**src/rtl/lcbt_pkg.sv**
```systemverilog
// Purpose: Shared constants for the bias timing configuration bank
// Assumes: 100 MHz mclk_i, APB with 32-bit data
// Notes:   Byte address of a register is four times its index
package lcbt_pkg;
  localparam int unsigned CLK_HZ       = 100_000_000;
  localparam int unsigned ADDR_W       = 8;
  // Register indices
  localparam logic [5:0] IDX_GATE_DLY  = 6'h0D;
  localparam logic [5:0] IDX_OVP_LIM   = 6'h0E;
  localparam logic [5:0] IDX_DIM_FREQ  = 6'h0F;
  localparam logic [5:0] IDX_RST_PULSE = 6'h10;
  localparam logic [5:0] IDX_STATUS    = 6'h14;
  // Field layouts
  localparam int unsigned NIB_W        = 4;
  localparam int unsigned OVP_W        = 2;
  // Reset values
  localparam logic [3:0] RST_GATE_DLY  = 4'h2;
  localparam logic [1:0] RST_OVP_LIM   = 2'h1;
  localparam logic [3:0] RST_DIM_FREQ  = 4'h7;
  localparam logic [3:0] RST_RST_PULSE = 4'h0;
  // Status bit positions
  localparam int unsigned ST_GATE_EN   = 0;
  localparam int unsigned ST_GATE_BUSY = 1;
  localparam int unsigned ST_PNL_RST   = 2;
  localparam int unsigned ST_GATE_PIN  = 3;
  // Timing
  localparam int unsigned GATE_STEP_MS = 5;
  localparam int unsigned RST_STEP_MS  = 1;
  localparam int unsigned DIM_BASE_HZ  = 15_000;
  localparam int unsigned DIM_STEP_HZ  = 1_000;
  localparam logic [2:0]  DIM_MAX_CODE = 3'h7;
  localparam int unsigned GATE_UNIT_CYC = CLK_HZ / 1000 * GATE_STEP_MS;
  localparam int unsigned RST_UNIT_CYC  = CLK_HZ / 1000 * RST_STEP_MS;
  localparam int unsigned SYNC_STAGES   = 3;

  typedef enum logic [2:0] {
    TMR_IDLE = 3'b001,
    TMR_RUN  = 3'b010,
    TMR_DONE = 3'b100
  } lcbt_tmr_state_e;
endpackage : lcbt_pkg

```
**src/rtl/lcbt_timer_if.sv**
```systemverilog
// Purpose: Start/abort and progress of one unit timer
// Assumes: Single clock domain
// Notes:   ctrl side drives the request, tmr side answers
`timescale 1ns/1ps
interface lcbt_timer_if;
  logic       start;
  logic       abort;
  logic [3:0] units;
  logic       busy;
  logic       done;
  modport ctrl (output start, output abort, output units, input busy, input done);
  modport tmr  (input start, input abort, input units, output busy, output done);
endinterface : lcbt_timer_if

```
**src/rtl/lcbt_unit_timer.sv**
```systemverilog
// Purpose: Counts a code value of fixed time units
// Assumes: UNIT_CYCLES at least 2
// Notes:   Busy lasts exactly units * UNIT_CYCLES cycles unless abort ends it early; starts while active are ignored
`timescale 1ns/1ps
module lcbt_unit_timer #(
  parameter int unsigned UNIT_CYCLES = lcbt_pkg::GATE_UNIT_CYC
) (
  input  wire logic  mclk_i,
  input  wire logic  rst_i,
  lcbt_timer_if.tmr  tmr
);
  localparam int unsigned PW = $clog2(UNIT_CYCLES + 1);

  lcbt_pkg::lcbt_tmr_state_e state_q, state_d;
  logic [PW-1:0]             pre_q, pre_d;
  logic [3:0]                left_q, left_d;

  always_comb begin
    state_d = state_q;
    pre_d   = pre_q;
    left_d  = left_q;
    case (state_q)
      lcbt_pkg::TMR_IDLE: begin
        if (tmr.start) begin
          pre_d   = '0;
          left_d  = tmr.units;
          state_d = (tmr.units == 4'h0) ? lcbt_pkg::TMR_DONE : lcbt_pkg::TMR_RUN;
        end
      end
      lcbt_pkg::TMR_RUN: begin
        if (pre_q == PW'(UNIT_CYCLES - 1)) begin
          pre_d  = '0;
          left_d = left_q - 4'h1;
          if (left_q == 4'h1) begin
            state_d = lcbt_pkg::TMR_DONE;
          end
        end else begin
          pre_d = pre_q + PW'(1);
        end
      end
      lcbt_pkg::TMR_DONE: begin
        state_d = lcbt_pkg::TMR_IDLE;
      end
      default: begin
        state_d = lcbt_pkg::TMR_IDLE;
      end
    endcase
    if (tmr.abort) begin
      state_d = lcbt_pkg::TMR_IDLE;
      pre_d   = '0;
    end
  end

  always_ff @(posedge mclk_i) begin
    if (rst_i) begin
      state_q <= lcbt_pkg::TMR_IDLE;
      pre_q   <= '0;
      left_q  <= 4'h0;
    end else begin
      state_q <= state_d;
      pre_q   <= pre_d;
      left_q  <= left_d;
    end
  end

  assign tmr.busy = (state_q == lcbt_pkg::TMR_RUN);
  assign tmr.done = (state_q == lcbt_pkg::TMR_DONE);
endmodule : lcbt_unit_timer

```
**src/rtl/lcbt_dim_tick.sv**
```systemverilog
// Purpose: Dimming frequency tick generator
// Assumes: Frequencies well below CLK_HZ
// Notes:   Periods round down to whole cycles
`timescale 1ns/1ps
module lcbt_dim_tick #(
  parameter int unsigned CLK_HZ = lcbt_pkg::CLK_HZ
) (
  input  wire logic       mclk_i,
  input  wire logic       rst_i,
  input  wire logic [3:0] code_i,
  output logic            tick_o
);
  localparam int unsigned CW = $clog2(CLK_HZ / lcbt_pkg::DIM_BASE_HZ + 1);

  logic [CW-1:0] per_tbl [8];
  logic [CW-1:0] cnt_q, cnt_d;
  logic          tick_q, tick_d;
  logic [2:0]    sel;

  for (genvar i = 0; i < 8; i++) begin : g_per
    assign per_tbl[i] = CW'(CLK_HZ / (lcbt_pkg::DIM_BASE_HZ + lcbt_pkg::DIM_STEP_HZ * i));
  end

  // Undefined codes fall back to the top defined code
  assign sel = code_i[3] ? lcbt_pkg::DIM_MAX_CODE : code_i[2:0];

  always_comb begin
    tick_d = 1'b0;
    cnt_d  = cnt_q + CW'(1);
    // Compare with >= so a shorter new period takes effect at once
    if (cnt_q >= per_tbl[sel] - CW'(1)) begin
      cnt_d  = '0;
      tick_d = 1'b1;
    end
  end

  always_ff @(posedge mclk_i) begin
    if (rst_i) begin
      cnt_q  <= '0;
      tick_q <= 1'b0;
    end else begin
      cnt_q  <= cnt_d;
      tick_q <= tick_d;
    end
  end

  assign tick_o = tick_q;
endmodule : lcbt_dim_tick

```
**src/rtl/lcbt_config_regs.sv**
```systemverilog
// Purpose: APB bank of bias timing configuration registers and the timing they steer
// Assumes: 100 MHz mclk_i, synchronous active-high rst_i, pins asynchronous to mclk_i
// Notes:   Zero-wait APB; unmapped or misaligned access answers pslverr
`timescale 1ns/1ps
module lcbt_config_regs #(
  parameter int unsigned GATE_UNIT_CYC = lcbt_pkg::GATE_UNIT_CYC,
  parameter int unsigned RST_UNIT_CYC  = lcbt_pkg::RST_UNIT_CYC,
  parameter int unsigned CLK_HZ        = lcbt_pkg::CLK_HZ
) (
  input  wire logic                        mclk_i,
  input  wire logic                        rst_i,
  input  wire logic                        psel_i,
  input  wire logic                        penable_i,
  input  wire logic                        pwrite_i,
  input  wire logic [lcbt_pkg::ADDR_W-1:0] paddr_i,
  input  wire logic [31:0]                 pwdata_i,
  input  wire logic [3:0]                  pstrb_i,
  output logic [31:0]                      prdata_o,
  output logic                             pready_o,
  output logic                             pslverr_o,
  input  wire logic                        gate_shaping_req_i,
  input  wire logic                        panel_reset_req_i,
  output logic                             gate_shaping_en_o,
  output logic                             panel_reset_o,
  output logic [1:0]                       ovp_code_o,
  output logic                             dim_tick_o
);
  localparam int unsigned NPIN = 2;
  localparam int unsigned PIN_GATE = 0;
  localparam int unsigned PIN_RST  = 1;

  // Register select codes
  localparam logic [2:0] SEL_NONE   = 3'h0;
  localparam logic [2:0] SEL_GATE   = 3'h1;
  localparam logic [2:0] SEL_OVP    = 3'h2;
  localparam logic [2:0] SEL_DIM    = 3'h3;
  localparam logic [2:0] SEL_RST    = 3'h4;
  localparam logic [2:0] SEL_STATUS = 3'h5;

  function automatic logic [2:0] reg_sel(input logic [lcbt_pkg::ADDR_W-1:0] addr);
    logic [5:0] idx;
    idx = addr[7:2];
    reg_sel = SEL_NONE;
    if (addr[1:0] == 2'h0) begin
      case (idx)
        lcbt_pkg::IDX_GATE_DLY:  reg_sel = SEL_GATE;
        lcbt_pkg::IDX_OVP_LIM:   reg_sel = SEL_OVP;
        lcbt_pkg::IDX_DIM_FREQ:  reg_sel = SEL_DIM;
        lcbt_pkg::IDX_RST_PULSE: reg_sel = SEL_RST;
        lcbt_pkg::IDX_STATUS:    reg_sel = SEL_STATUS;
        default:                 reg_sel = SEL_NONE;
      endcase
    end
  endfunction : reg_sel

  // ---------------- Configuration fields ----------------
  logic [3:0] gate_dly_q, gate_dly_d;
  logic [1:0] ovp_lim_q,  ovp_lim_d;
  logic [3:0] dim_freq_q, dim_freq_d;
  logic [3:0] rst_len_q,  rst_len_d;
  logic       wr_acc;
  logic [2:0] wr_sel;

  assign wr_acc = psel_i & penable_i & pwrite_i & pstrb_i[0];
  assign wr_sel = reg_sel(paddr_i);

  always_comb begin
    gate_dly_d = gate_dly_q;
    ovp_lim_d  = ovp_lim_q;
    dim_freq_d = dim_freq_q;
    rst_len_d  = rst_len_q;
    if (wr_acc) begin
      case (wr_sel)
        SEL_GATE: gate_dly_d = pwdata_i[3:0];
        SEL_OVP:  ovp_lim_d  = pwdata_i[1:0];
        SEL_DIM:  dim_freq_d = pwdata_i[3:0];
        SEL_RST:  rst_len_d  = pwdata_i[3:0];
        default: begin
        end
      endcase
    end
  end

  always_ff @(posedge mclk_i) begin
    if (rst_i) begin
      gate_dly_q <= lcbt_pkg::RST_GATE_DLY;
      ovp_lim_q  <= lcbt_pkg::RST_OVP_LIM;
      dim_freq_q <= lcbt_pkg::RST_DIM_FREQ;
      rst_len_q  <= lcbt_pkg::RST_RST_PULSE;
    end else begin
      gate_dly_q <= gate_dly_d;
      ovp_lim_q  <= ovp_lim_d;
      dim_freq_q <= dim_freq_d;
      rst_len_q  <= rst_len_d;
    end
  end

  // ---------------- Pin synchronisers ----------------
  // Three stages; a level counts only once stages two and three agree
  logic [NPIN-1:0] pin_raw;
  logic [2:0]      sync_q [NPIN];
  logic [2:0]      sync_d [NPIN];
  logic [NPIN-1:0] lvl_q, lvl_d;
  logic [NPIN-1:0] rise;

  assign pin_raw[PIN_GATE] = gate_shaping_req_i;
  assign pin_raw[PIN_RST]  = panel_reset_req_i;

  for (genvar p = 0; p < NPIN; p++) begin : g_sync
    always_comb begin
      sync_d[p] = {sync_q[p][1:0], pin_raw[p]};
      lvl_d[p]  = lvl_q[p];
      rise[p]   = 1'b0;
      if (sync_q[p][1] == sync_q[p][2]) begin
        lvl_d[p] = sync_q[p][2];
        rise[p]  = sync_q[p][2] & ~lvl_q[p];
      end
    end

    always_ff @(posedge mclk_i) begin
      if (rst_i) begin
        sync_q[p] <= 3'h0;
        lvl_q[p]  <= 1'b0;
      end else begin
        sync_q[p] <= sync_d[p];
        lvl_q[p]  <= lvl_d[p];
      end
    end
  end

  // ---------------- Gate shaping start-up delay ----------------
  lcbt_timer_if gate_t ();

  assign gate_t.start = rise[PIN_GATE];
  assign gate_t.units = gate_dly_q;
  // Dropping the request cancels a pending delay; the start cycle still sees the old low level
  assign gate_t.abort = ~lvl_q[PIN_GATE] & ~rise[PIN_GATE];

  lcbt_unit_timer #(
    .UNIT_CYCLES (GATE_UNIT_CYC)
  ) u_gate_tmr (
    .mclk_i (mclk_i),
    .rst_i  (rst_i),
    .tmr    (gate_t)
  );

  logic gate_en_q, gate_en_d;

  always_comb begin
    gate_en_d = gate_en_q;
    if (!lvl_q[PIN_GATE]) begin
      gate_en_d = 1'b0;
    end else if (gate_t.done) begin
      gate_en_d = 1'b1;
    end
  end

  always_ff @(posedge mclk_i) begin
    if (rst_i) begin
      gate_en_q <= 1'b0;
    end else begin
      gate_en_q <= gate_en_d;
    end
  end

  // ---------------- Controller reset pulse ----------------
  lcbt_timer_if rst_t ();

  assign rst_t.start = rise[PIN_RST];
  assign rst_t.units = rst_len_q;
  assign rst_t.abort = 1'b0;

  lcbt_unit_timer #(
    .UNIT_CYCLES (RST_UNIT_CYC)
  ) u_rst_tmr (
    .mclk_i (mclk_i),
    .rst_i  (rst_i),
    .tmr    (rst_t)
  );

  logic pnl_rst_q, pnl_rst_d;

  always_comb begin
    // Registered copy keeps the width exact, one cycle later
    pnl_rst_d = rst_t.busy;
  end

  always_ff @(posedge mclk_i) begin
    if (rst_i) begin
      pnl_rst_q <= 1'b0;
    end else begin
      pnl_rst_q <= pnl_rst_d;
    end
  end

  // ---------------- Dimming frequency ----------------
  lcbt_dim_tick #(
    .CLK_HZ (CLK_HZ)
  ) u_dim (
    .mclk_i (mclk_i),
    .rst_i  (rst_i),
    .code_i (dim_freq_q),
    .tick_o (dim_tick_o)
  );

  // ---------------- Overvoltage threshold ----------------
  logic [1:0] ovp_out_q, ovp_out_d;

  always_comb begin
    ovp_out_d = ovp_lim_q;
  end

  always_ff @(posedge mclk_i) begin
    if (rst_i) begin
      ovp_out_q <= lcbt_pkg::RST_OVP_LIM;
    end else begin
      ovp_out_q <= ovp_out_d;
    end
  end

  // ---------------- APB read path ----------------
  // Read data and error are captured in the setup cycle so the access phase needs no wait
  logic [31:0] rdata_q, rdata_d;
  logic        err_q, err_d;
  logic [2:0]  rd_sel;

  assign rd_sel = reg_sel(paddr_i);

  always_comb begin
    rdata_d = rdata_q;
    err_d   = err_q;
    if (psel_i && !penable_i) begin
      rdata_d = 32'h0000_0000;
      err_d   = (rd_sel == SEL_NONE);
      case (rd_sel)
        SEL_GATE: rdata_d[3:0] = gate_dly_q;
        SEL_OVP:  rdata_d[1:0] = ovp_lim_q;
        SEL_DIM:  rdata_d[3:0] = dim_freq_q;
        SEL_RST:  rdata_d[3:0] = rst_len_q;
        SEL_STATUS: begin
          rdata_d[lcbt_pkg::ST_GATE_EN]   = gate_en_q;
          rdata_d[lcbt_pkg::ST_GATE_BUSY] = gate_t.busy;
          rdata_d[lcbt_pkg::ST_PNL_RST]   = pnl_rst_q;
          rdata_d[lcbt_pkg::ST_GATE_PIN]  = lvl_q[PIN_GATE];
        end
        default: begin
        end
      endcase
      // Status is read-only, a write to it is refused
      if (pwrite_i && rd_sel == SEL_STATUS) begin
        err_d = 1'b1;
      end
    end
  end

  always_ff @(posedge mclk_i) begin
    if (rst_i) begin
      rdata_q <= 32'h0000_0000;
      err_q   <= 1'b0;
    end else begin
      rdata_q <= rdata_d;
      err_q   <= err_d;
    end
  end

  assign pready_o  = 1'b1;
  assign pslverr_o = psel_i & penable_i & err_q;
  assign prdata_o  = rdata_q;

  assign gate_shaping_en_o = gate_en_q;
  assign panel_reset_o     = pnl_rst_q;
  assign ovp_code_o        = ovp_out_q;
endmodule : lcbt_config_regs

```
**config.mk**
```make
export PLATFORM = sky130hd
export DESIGN_NAME = lcbt_config_regs
export DESIGN_NICKNAME = d
export VERILOG_FILES = /design/src/rtl/lcbt_pkg.sv /design/src/rtl/lcbt_timer_if.sv /design/src/rtl/lcbt_unit_timer.sv /design/src/rtl/lcbt_dim_tick.sv /design/src/rtl/lcbt_config_regs.sv
export SDC_FILE = /design/constraint.sdc
export NUM_CORES = 1
export LEC_CHECK = 0
export ABC_AREA = 1
export BUFFER_PORTS_ARGS = -buffer_cell sky130_fd_sc_hd__clkbuf_2
export CAP_MARGIN = 20
export CORE_UTILIZATION = 52
export DETAILED_ROUTE_END_ITERATION = 8
export PLACE_DENSITY = 0.77
export SYNTH_ARGS = -nofsm -noshare
export SYNTH_HDL_FRONTEND = slang
export SYNTH_SLANG_ARGS = --single-unit
export TNS_END_PERCENT = 1
```
**constraint.sdc**
```tcl
create_clock -name mclk_i -period 2.6 [get_ports mclk_i]
set_clock_uncertainty 0.1 [all_clocks]
set_input_delay 0.52 -clock mclk_i [delete_from_list [all_inputs] [get_ports mclk_i]]
set_output_delay 0.52 -clock mclk_i [all_outputs]
set_load 0.005 [all_outputs]
```
# Word level (Yosys, flattened, before mapping)
# Memory sizes are Yosys's and may differ from the RTL's.
# Cells that the tools add are included.
dict set report totals {
  ff_bits 89
  mem_bits_rw 6
  romBits 104
  out_inout_bits 39
  word_cells 129
  memories 2
}
dict set report classes {
  addsub 6
  order_cmp 2
  eq_ne 27
  n_mux 38
  n_bitwise 13
  n_reduce_logical 22
}
# memory depth word_bits read_ports rd_clocked_by_memory_dff write_ports line
set memory_table {}
lappend memory_table {{(no name shown)} 8 13 1 0 0 lcbt_dim_tick.sv:31} ;# if (cnt_q >= per_tbl[sel] - CW'(1)) begin
lappend memory_table {sync_q 2 3 2 0 2 lcbt_config_regs.sv:101} ;# logic [2:0] sync_q [NPIN];
# cell count
set ops {}
lappend ops {{19-bit two-way mux} 2}
lappend ops {{19-bit one-hot mux with 2 select lines} 1}
lappend ops {{3-bit two-way mux} 12}
lappend ops {{17-bit two-way mux} 2}
lappend ops {{17-bit one-hot mux with 2 select lines} 1}
lappend ops {{13-bit two-way mux} 2}
lappend ops {{19-bit by 1-bit adder with 19-bit output, second input constant} 1}
lappend ops {{19-bit equality test, second input constant} 1}
lappend ops {{6-bit by 4-bit equality test with 1-bit output, second input constant} 3}
lappend ops {{17-bit by 1-bit adder with 17-bit output, second input constant} 1}
lappend ops {{17-bit equality test, second input constant} 1}
lappend ops {{4-bit two-way mux} 4}
lappend ops {{4-bit one-hot mux with 2 select lines} 2}
lappend ops {{3-bit one-hot mux with 5 select lines} 1}
lappend ops {{13-bit by 1-bit adder with 13-bit output, second input constant} 1}
lappend ops {{13-bit >= comparator} 1}
lappend ops {{13-bit by 1-bit subtractor with 13-bit output, second input constant} 1}
lappend ops {{3-bit by 2-bit equality test with 1-bit output, second input constant} 4}
lappend ops {{6-bit by 5-bit equality test with 1-bit output, second input constant} 2}
lappend ops {{3-bit one-hot mux with 2 select lines} 2}
lappend ops {{2-bit AND reduction} 6}
lappend ops {{3-bit AND reduction} 4}
lappend ops {{2-bit one-hot mux with 5 select lines} 1}
lappend ops {{3-bit by 1-bit equality test with 1-bit output, second input constant} 3}
lappend ops {{other kinds (20)} 49}

# Logic depth before layout (Yosys ltp)
# Gate-level depths: netlist of run 1.
dict set report depth {
  word_depth 8
  mapped_depth 16
  ltp_nobuf 16
}

# By module
# A second synthesis of run 1 with hierarchy kept.
dict set report unflattened {
  cells_unflattened 859
  hier_area_um2 5853.1
}
# module instances cells_per_inst area_per_inst_um2 seq_area_each_um2
set by_module_without_submodules {}
lappend by_module_without_submodules {{lcbt_unit_timer (u_gate_tmr)} 1 257 1641.6 520.5}
lappend by_module_without_submodules {lcbt_config_regs 1 221 1579.0 620.6}
lappend by_module_without_submodules {{lcbt_unit_timer (u_rst_tmr)} 1 222 1466.4 480.5}
lappend by_module_without_submodules {lcbt_dim_tick 1 159 1166.1 280.3}

# Least setup slack after synthesis of run 1
# OpenSTA, ideal clock, no wires.
dict set report synth_path {
  path_kind {reg-to-reg}
  start {register dim_freq_q[3]}
  end {register u_dim.cnt_q[10]}
  setup_time_ns 0.064
  t_arrival_ns 2.479
  t_required_ns 2.436
  slack_ns -0.043
  stages_incl_launch_ff 16
  n_path_buf 1
  period_less_slack_ns 2.643
  cell_sequence {dfxtp_1 -> nor2_1 -> ha_1 -> nor2_1 -> ha_1 -> inv_1 -> nor3_1 -> nand2_1 -> o211ai_1 -> ha_1 -> a21oi_1 -> o31ai_1 -> a21oi_1 -> nand4_1 -> buf_2 -> nor2_1}
}
dict set report synth_via {
  elab_chain_cells 8
}
# item line
set synth_lines {}
lappend synth_lines {{start: declaration} lcbt_config_regs.sv:59} ;# logic [3:0] dim_freq_q, dim_freq_d;
lappend synth_lines {{start signal: assignment} lcbt_config_regs.sv:88} ;# dim_freq_q <= lcbt_pkg::RST_DIM_FREQ;
lappend synth_lines {{start signal: assignment} lcbt_config_regs.sv:93} ;# dim_freq_q <= dim_freq_d;
lappend synth_lines {{3-bit two-way mux} lcbt_dim_tick.sv:25} ;# assign sel = code_i[3] ? lcbt_pkg::DIM_MAX_CODE : code_i[2:0];
lappend synth_lines {{3-bit inverter with 4-bit output (implied by the code)} lcbt_dim_tick.sv:31}
lappend synth_lines {{memory 8 x 13 bit} n/a}
lappend synth_lines {{13-bit two-way mux (implied by the code) (2 in a row)} lcbt_dim_tick.sv:31}
lappend synth_lines {{13-bit by 1-bit subtractor with 13-bit output} lcbt_dim_tick.sv:31}
lappend synth_lines {{13-bit >= comparator} lcbt_dim_tick.sv:31}
lappend synth_lines {{2-bit OR reduction (no line)} n/a}
lappend synth_lines {{end signal: assignment} lcbt_dim_tick.sv:42} ;# cnt_q <= cnt_d;
lappend synth_lines {{end: declaration} lcbt_dim_tick.sv:16} ;# logic [CW-1:0] cnt_q, cnt_d;
# No other way between the ends. The select of a mux whose other input is x is not followed.
# A chain may end at the register's enable or synchronous reset.

# Final worst setup path of run 1
dict set report layout_path {
  start {register dim_freq_q[3]}
  end {register u_dim.cnt_q[7]}
}
# The elaborated chain is that of the path after synthesis.

==> metrics.md, run 1 <==
| Metric | Value |
|---|---|
| Critical path class | `flop to flop` |
| Yosys warnings | `0` |
| Count of input and output buffers | `29` |
| Via count | `5,227` |
| Clk buf depth | `2` |
| Post-cts hold buffer count | `0` |
| Initial antenna violation count | `0` |
| Total CTS buffers | `9` |
| RSZ-0062 raised after global routing | `true` |
| Reg-to-Reg End | `u_dim.cnt_q[7]` |
| Vias in the first global route | `4,852` |
| Yosys reg bits | `95` |
| Asr flop ratio synth | `0%` |
| Period minus WS final | `2.75 ns` |
| Syn_area_per_cell | `6.93 um^2` |
| Hold WC Path Type | `input port to flop` |
| Rel. slew slack | `52.7%` |
| I/O pins | `90` |
| Num rows | `37` |
| Total global routing overflow | `0` |
| Outcome | `finished, violations left` |
| Nets@finish | `947` |
| DP Wirelength | `8.58 mm` |
| Clk Latency, worst-skew pair | `0.38 ns` |
| Yosys top cell area share | `33.8%` |
| Netlist cell types | `45` |
| Pleak | `2.58 nW` |
| Drt pass-1 iters | `4` |
| Die height | `106 um` |
| Fin worst setup slack | `-0.152 ns` |
| CP max FO | `8` |
| Fmax | `363 MHz` |
| Final hold viol count | `0` |
| Power Total | `0.00268 W` |
| FF-to-FF path depth | `13` |
| Clock slew seen by the registers of the worst setup and hold paths | `0.10 ns` |
| Final Wtd Congestion | `0.852` |
| Seq/Total Area, Yosys | `33.8%` |
| Final Setup Violations | `14` |
| Ys flop type | `dfxtp_1` |
| Arrival time worst endpoint | `2.96 ns` |
| PwrDens | `416 mW/mm^2` |
| Average vias per placed instance | `5.16` |
| CP Capture Point | `u_dim.cnt_q[7]` |
| Commonest cells post-synth | `nand2_1 (158), dfxtp_1 (95), nor2_1 (94)` |
| Worst Path Required | `2.81 ns` |
| Mapped Area | `0.00562 mm^2` |
| Core area | `0.0104 mm^2` |
| Worst-margin pin slew | `0.705 ns` |
| Top-count cell post-synth | `nand2_1` |
| Setup crit end kind | `flop` |
| Number of synthesized flops with an enable pin | `0` |
| Final slew viol count | `0` |
| Area grow syn2layout | `14.7%` |
| Crit path launch | `dim_freq_q[3]` |
| Crit start category | `flop` |
| Total clock sinks | `95` |
| Post-Route WL | `12.7 mm` |
| Largest net degree at the start of global routing | `33` |
| VDD IR max | `0.327 mV` |
| First-pass GRT wire length | `20.9 mm` |
| Htree depth | `3` |
| Reg2Reg Setup Slack | `-0.15 ns` |
| Clock root cell | `clkbuf_8` |
| Ranking of synthesized cells by area | `dfxtp_1 (34%), nand2_1 (11%), nor2_1 (6.3%)` |
| Die area | `0.0112 mm^2` |
| CTS tree | `yes` |
| Placed Area | `0.00596 mm^2` |
| Initial core utilization | `54.0%` |
| Design Area, Final | `0.00645 mm^2` |
| Max cap viols | `0` |
| Largest area contributor in the netlist | `dfxtp_1` |
| Gate Count Post-Synth | `812` |
| Die X-Extent | `106 um` |
| Total GRT Usage | `22.6%` |
| Routed Antenna Nets | `0` |
| Initial drt markers | `262` |
| Fill count | `955` |
| Drt drc | `0` |
| Violated checks | `negative setup slack` |
| Diodes inserted | `0` |
| Final period util | `106%` |
| RR Startpoint | `dim_freq_q[3]` |
| Share of cells above drive strength 1 | `19.4%` |
| Avg WL per Cell | `12.5 um` |
worst min path at each step:
| stage | from | to | slack (ns) | depth (start not counted) |
|---|---|---|---|---|
| 2_1_floorplan | sync_q[0][0] | sync_q[0][1] | 0.29 | 2 |
| 3_3_place_gp | sync_q[1][0] | sync_q[1][1] | 0.29 | 2 |
| 3_5_place_dp | sync_q[1][0] | sync_q[1][1] | 0.30 | 2 |
| 4_1_cts | panel_reset_req_i | sync_q[1][0] | 0.21 | 3 |
| 5_1_grt | panel_reset_req_i | sync_q[1][0] | 0.21 | 3 |
| 6_report | panel_reset_req_i | sync_q[1][0] | 0.22 | 3 |
through the flow:
stage | instances | hold slack (ns) | TNS, ns | util [%] | setup WS [ns]
after floorplan | 840 | 0.288 | 0 | - | 0.0120
after global placement | 988 | 0.292 | -0.827 | 57.2 | -0.0701
after detailed placement | 988 | 0.301 | -1.26 | 57.2 | -0.111
after CTS | 1011 | 0.206 | -0.00920 | 60.4 | -0.00920
after global routing | 1013 | 0.215 | -4.29 | 62.0 | -0.325
final | 1013 | 0.222 | -1.82 | 62.0 | -0.152
metal layers:
metal / global-route usage (%) / wire [um] / vias to the layer above / part of all wire (%)
met1: 29.1 / 6090 / 2374 / 48
met2: 38.1 / 5870 / 112 / 46
met5: 0 / 0 / - / 0
met3: 5.27 / 520 / 16 / 4.1
met4: 5.26 / 229 / 0 / 1.8
li1: - / - / 2725 / -
logic make-up (layout without fill, tap and decap cells):
kind of cell / Yosys count / count (layout) / share of synthesized area (%)
AOI/OAI and AO/OA: 135 / 135 / 13.3
DFF: 95 / 95 / 33.8
and+or+nand+nor: 390 / 390 / 32.5
buffers and inverters: 147 / 184 / 11.9
muxes: 1 / 1 / 0.178
adders and majority gates: 24 / 24 / 5.34
other: 2 / 30 / 0.134
xor gates and xnor gates: 18 / 18 / 2.80
power by group:
group	internal [W]	total (W)	leakage (nW)	switching [W]
combinational	0.0000491	0.000141	1.72	0.0000921
clock	0.000539	0.00107	0.102	0.000528
sequential	0.00147	0.00148	0.767	0.00000942
total	0.00206	0.00268	2.58	0.000630
area by class of cell:
cell class	instances	area, um^2	share of cell area (%)
multi-input combinational	598	3350	51.9
sequential	95	1910	29.6
timing repair buffer	63	415	6.44
inverter	105	397	6.15
tap	136	170	2.64
clock buffer	10	128	1.98
clock inverter	6	85.1	1.32
critical path: stages (launching register included):
cell	delay [ns]
dfxtp_4	0.38
nor2_4	0.16
buf_6	0.14
inv_2	0.06
ha_1	0.24
o21ai_2	0.27
xor2_2	0.23
ha_4	0.24
a21oi_1	0.14
o221ai_1	0.14
nand3_1	0.15
nand4_1	0.16
buf_6	0.20
nor2_2	0.07
cell usage in the layout (no fill, tap or decap), types with 4 or more instances in the layout:
master and instances:
nand2_1 157, dfxtp_1 91, inv_1 89, nor2_1 82, a21oi_1 63, nand3_1 41, o21ai_0 38, conb_1 30
buf_4 30, clkbuf_2 29, nand4_1 26, ha_1 19, nor2_2 18, nor3_1 17, nor2_4 15, inv_2 13
xor2_1 11, nand2_2 9, clkbuf_8 9, o21ai_1 6, o211ai_1 6, nor4_1 6, xnor2_1 6, nand3b_1 5
o21ai_2 4, a21oi_2 4, ha_4 4, buf_6 4
registers in the layout (all words and copies together), names as in the netlist, 3 cells and up:
| name | flops |
|---|---|
| u_gate_tmr.state_q | 3 |
| prdata_o | 4 |
| rst_len_q | 4 |
| gate_dly_q | 4 |
| u_rst_tmr.pre_q | 17 |
| u_rst_tmr.state_q | 3 |
| sync_q | 6 |
| u_dim.cnt_q | 13 |
| dim_freq_q | 4 |
| u_gate_tmr.pre_q | 19 |
| u_gate_tmr.left_q | 4 |
| u_rst_tmr.left_q | 4 |
timing repair:
item                                   4_1_cts  5_1_grt
pin swaps                                   13       14
endpoints found under the hold margin        0        0
setup endpoints to repair                   14       14
resized for setup                           26       31
setup buffers                                7        2
No activity file was read; power rests on OpenSTA's default activity.
==> run 2: changes to the inputs <==
- CORE_UTILIZATION: 52 -> 53
- CTS_BUF_LIST: not set -> sky130_fd_sc_hd__clkbuf_4
- PLACE_DENSITY: 0.77 -> 0.78
==> run 2 against run 1 <==
Compared with the run above: hold slack got worse by 0.12 ns; critical endpoint unchanged; sequential share of layout area rose by 0.56 points; utilization fell by 0.60 points; largest cell class unchanged; critical path type unchanged; highest routed layer unchanged; the run still ends with negative setup slack left; power is 4.9% lower.
==> metrics.md, run 2 (same netlist as run 1, synthesis figures left out) <==
| Metric | Value |
|---|---|
| Fill count | `946 (was 955)` |
| Total clock sinks | `95 (unchanged)` |
| Via count | `5,156 (was 5,227)` |
| I/O pins | `90 (unchanged)` |
| Total CTS buffers | `9 (unchanged)` |
| Avg WL per Cell | `11.6 um (was 12.5 um)` |
| Design Area, Final | `0.00633 mm^2 (was 0.00645 mm^2)` |
| RSZ-0062 raised after global routing | `true (unchanged)` |
| Final hold viol count | `0 (unchanged)` |
| Htree depth | `3 (unchanged)` |
| Count of input and output buffers | `29 (unchanged)` |
| Core area | `0.0103 mm^2 (was 0.0104 mm^2)` |
| First-pass GRT wire length | `20.0 mm (was 20.9 mm)` |
| Die X-Extent | `105 um (was 106 um)` |
| Drt drc | `0 (unchanged)` |
| Max cap viols | `0 (unchanged)` |
| Routed Antenna Nets | `0 (unchanged)` |
| Arrival time worst endpoint | `2.98 ns (was 2.96 ns)` |
| CP max FO | `7 (was 8)` |
| Worst-margin pin slew | `0.546 ns (was 0.705 ns)` |
| Most flop-heavy register | `u_gate_tmr.pre_q (unchanged)` |
| Rel. slew slack | `63.4% (was 52.7%)` |
| Placed Area | `0.00596 mm^2 (unchanged)` |
| VDD IR max | `0.251 mV (was 0.327 mV)` |
| Largest register FFs | `19 (unchanged)` |
| Setup TNS Final | `-0.697 ns (was -1.82 ns)` |
| Nets@finish | `944 (was 947)` |
| Final Wtd Congestion | `0.868 (was 0.852)` |
| Regs by FF count | `u_gate_tmr.pre_q x19, u_rst_tmr.pre_q x17, u_dim.cnt_q x13 (unchanged)` |
| Final Setup Violations | `13 (was 14)` |
| Clk buf depth | `2 (unchanged)` |
| Fmax | `375 MHz (was 363 MHz)` |
| Most frequent cells in the layout | `nand2_1 (158), dfxtp_1 (91), inv_1 (89) (was nand2_1 (157), dfxtp_1 (91), inv_1 (89))` |
| Final period util | `102% (was 106%)` |
| Drt pass-1 iters | `5 (was 4)` |
| Placed Cells | `988 (unchanged)` |
| Area grow syn2layout | `12.6% (was 14.7%)` |
| Vias in the first global route | `4,506 (was 4,852)` |
| Die height | `105 um (was 106 um)` |
| Fin worst setup slack | `-0.0633 ns (was -0.152 ns)` |
| Largest net degree at the start of global routing | `33 (unchanged)` |
| Final Core Density | `61.4% (was 62.0%)` |
| Average vias per placed instance | `5.10 (was 5.16)` |
| Violated checks | `negative setup slack (unchanged)` |
| Period minus WS final | `2.66 ns (was 2.75 ns)` |
| Post-cts hold buffer count | `0 (unchanged)` |
| Post-Route WL | `11.7 mm (was 12.7 mm)` |
| CTS tree | `yes (unchanged)` |
| Final slew viol count | `0 (unchanged)` |
| Worst hold margin | `0.107 ns (was 0.222 ns)` |
| Clk Latency, worst-skew pair | `0.48 ns (was 0.38 ns)` |
| Total GRT Usage | `22.4% (was 22.6%)` |
| Worst Path Required | `2.91 ns (was 2.81 ns)` |
| Critical path class | `flop to flop (unchanged)` |
| Pleak | `2.56 nW (was 2.58 nW)` |
| Setup crit end kind | `flop (unchanged)` |
| Die area | `0.0110 mm^2 (was 0.0112 mm^2)` |
| PwrDens | `403 mW/mm^2 (was 416 mW/mm^2)` |
| DP Wirelength | `8.64 mm (was 8.58 mm)` |
| Total global routing overflow | `0 (unchanged)` |
| Crit start category | `flop (unchanged)` |
| Most common cell after layout, fill and taps aside | `nand2_1 (unchanged)` |
| Initial drt markers | `288 (was 262)` |
| Finished Layout Cells | `1,011 (was 1,013)` |
| Initial core utilization | `54.5% (was 54.0%)` |
| Initial antenna violation count | `1 (was 0)` |
| Outcome | `finished, violations left (unchanged)` |
| Clock slew seen by the registers of the worst setup and hold paths | `0.15 ns (was 0.10 ns)` |
| Hold WC Path Type | `input port to flop (unchanged)` |
| Share of cells above drive strength 1 | `18.4% (was 19.4%)` |
| Clock root cell | `clkbuf_4 (was clkbuf_8)` |
| Num rows | `37 (unchanged)` |
run 2: cell count changes in the layout (fill, tap and decap cells not counted), sizes merged:
cell	before	now
buf	34	31
clkinvlp	2	1
diode	0	1
inv	103	104
run 2: worst max-delay path: stages (launching register included):
cell and delay [ns]:
dfxtp_4 0.39, nor2_4 0.18, ha_4 0.18, inv_1 0.07, o21ai_2 0.22, nor2_1 0.10, xor2_1 0.17, ha_1 0.35
a21oi_1 0.17, o221ai_2 0.13, nand3_1 0.12, nand4_1 0.16, buf_6 0.19, nor2_1 0.07
run 2: power breakdown:
group	leakage (nW)	internal (W)	total, W	switching, W
registers	0.767	0.00147	0.00148	0.00000897
clock network	0.0872	0.000407	0.000930	0.000523
logic	1.70	0.0000512	0.000144	0.0000929
run 2: worst paths after layout:
path / endpoint / cells past startpoint / from / slack, ns
min reg2reg: sync_q[0][1] / 2 / sync_q[0][0] / 0.29
max reg2reg: u_dim.cnt_q[7] / 13 / dim_freq_q[3] / -0.06
max: u_dim.cnt_q[7] / 13 / dim_freq_q[3] / -0.06
min: sync_q[1][0] / 3 / panel_reset_req_i / 0.11
run 2: final cells by class:
| type | count | area (um^2) | area share (%) |
|---|---|---|---|
| multi-input combinational | 598 | 3300 | 52.1 |
| sequential | 95 | 1910 | 30.1 |
| inverter | 105 | 394 | 6.22 |
| timing repair buffer | 60 | 389 | 6.14 |
| tap | 136 | 170 | 2.69 |
| clock inverter | 6 | 93.8 | 1.48 |
| clock buffer | 10 | 75.1 | 1.19 |
| antenna | 1 | 2.50 | 0.0395 |
run 2: layer usage:
metal	wire (um)	vias up	global-route usage, %	part of all wire (%)
met5	0	-	0	0
met4	243	0	10.3	2.1
met2	5030	112	34.1	43
met1	5930	2308	30.9	51
met3	537	18	3.74	4.6
li1	-	2718	-	-
run 2: repair_timing:
action                     CTS  global route
pin swaps                   12             8
setup endpoints to repair   13            14
buffers inserted             4             2
gates resized for setup     32            13
run 2: per-stage QoR:
step | worst slack [ns] | total power [W]
after global routing | -0.216 | 0.00267
after global placement | -0.0245 | 0.00165
after CTS | -0.00619 | 0.00258
final | -0.0633 | 0.00255
after floorplan | 0.0120 | 0.00164
after detailed placement | -0.0983 | 0.00165
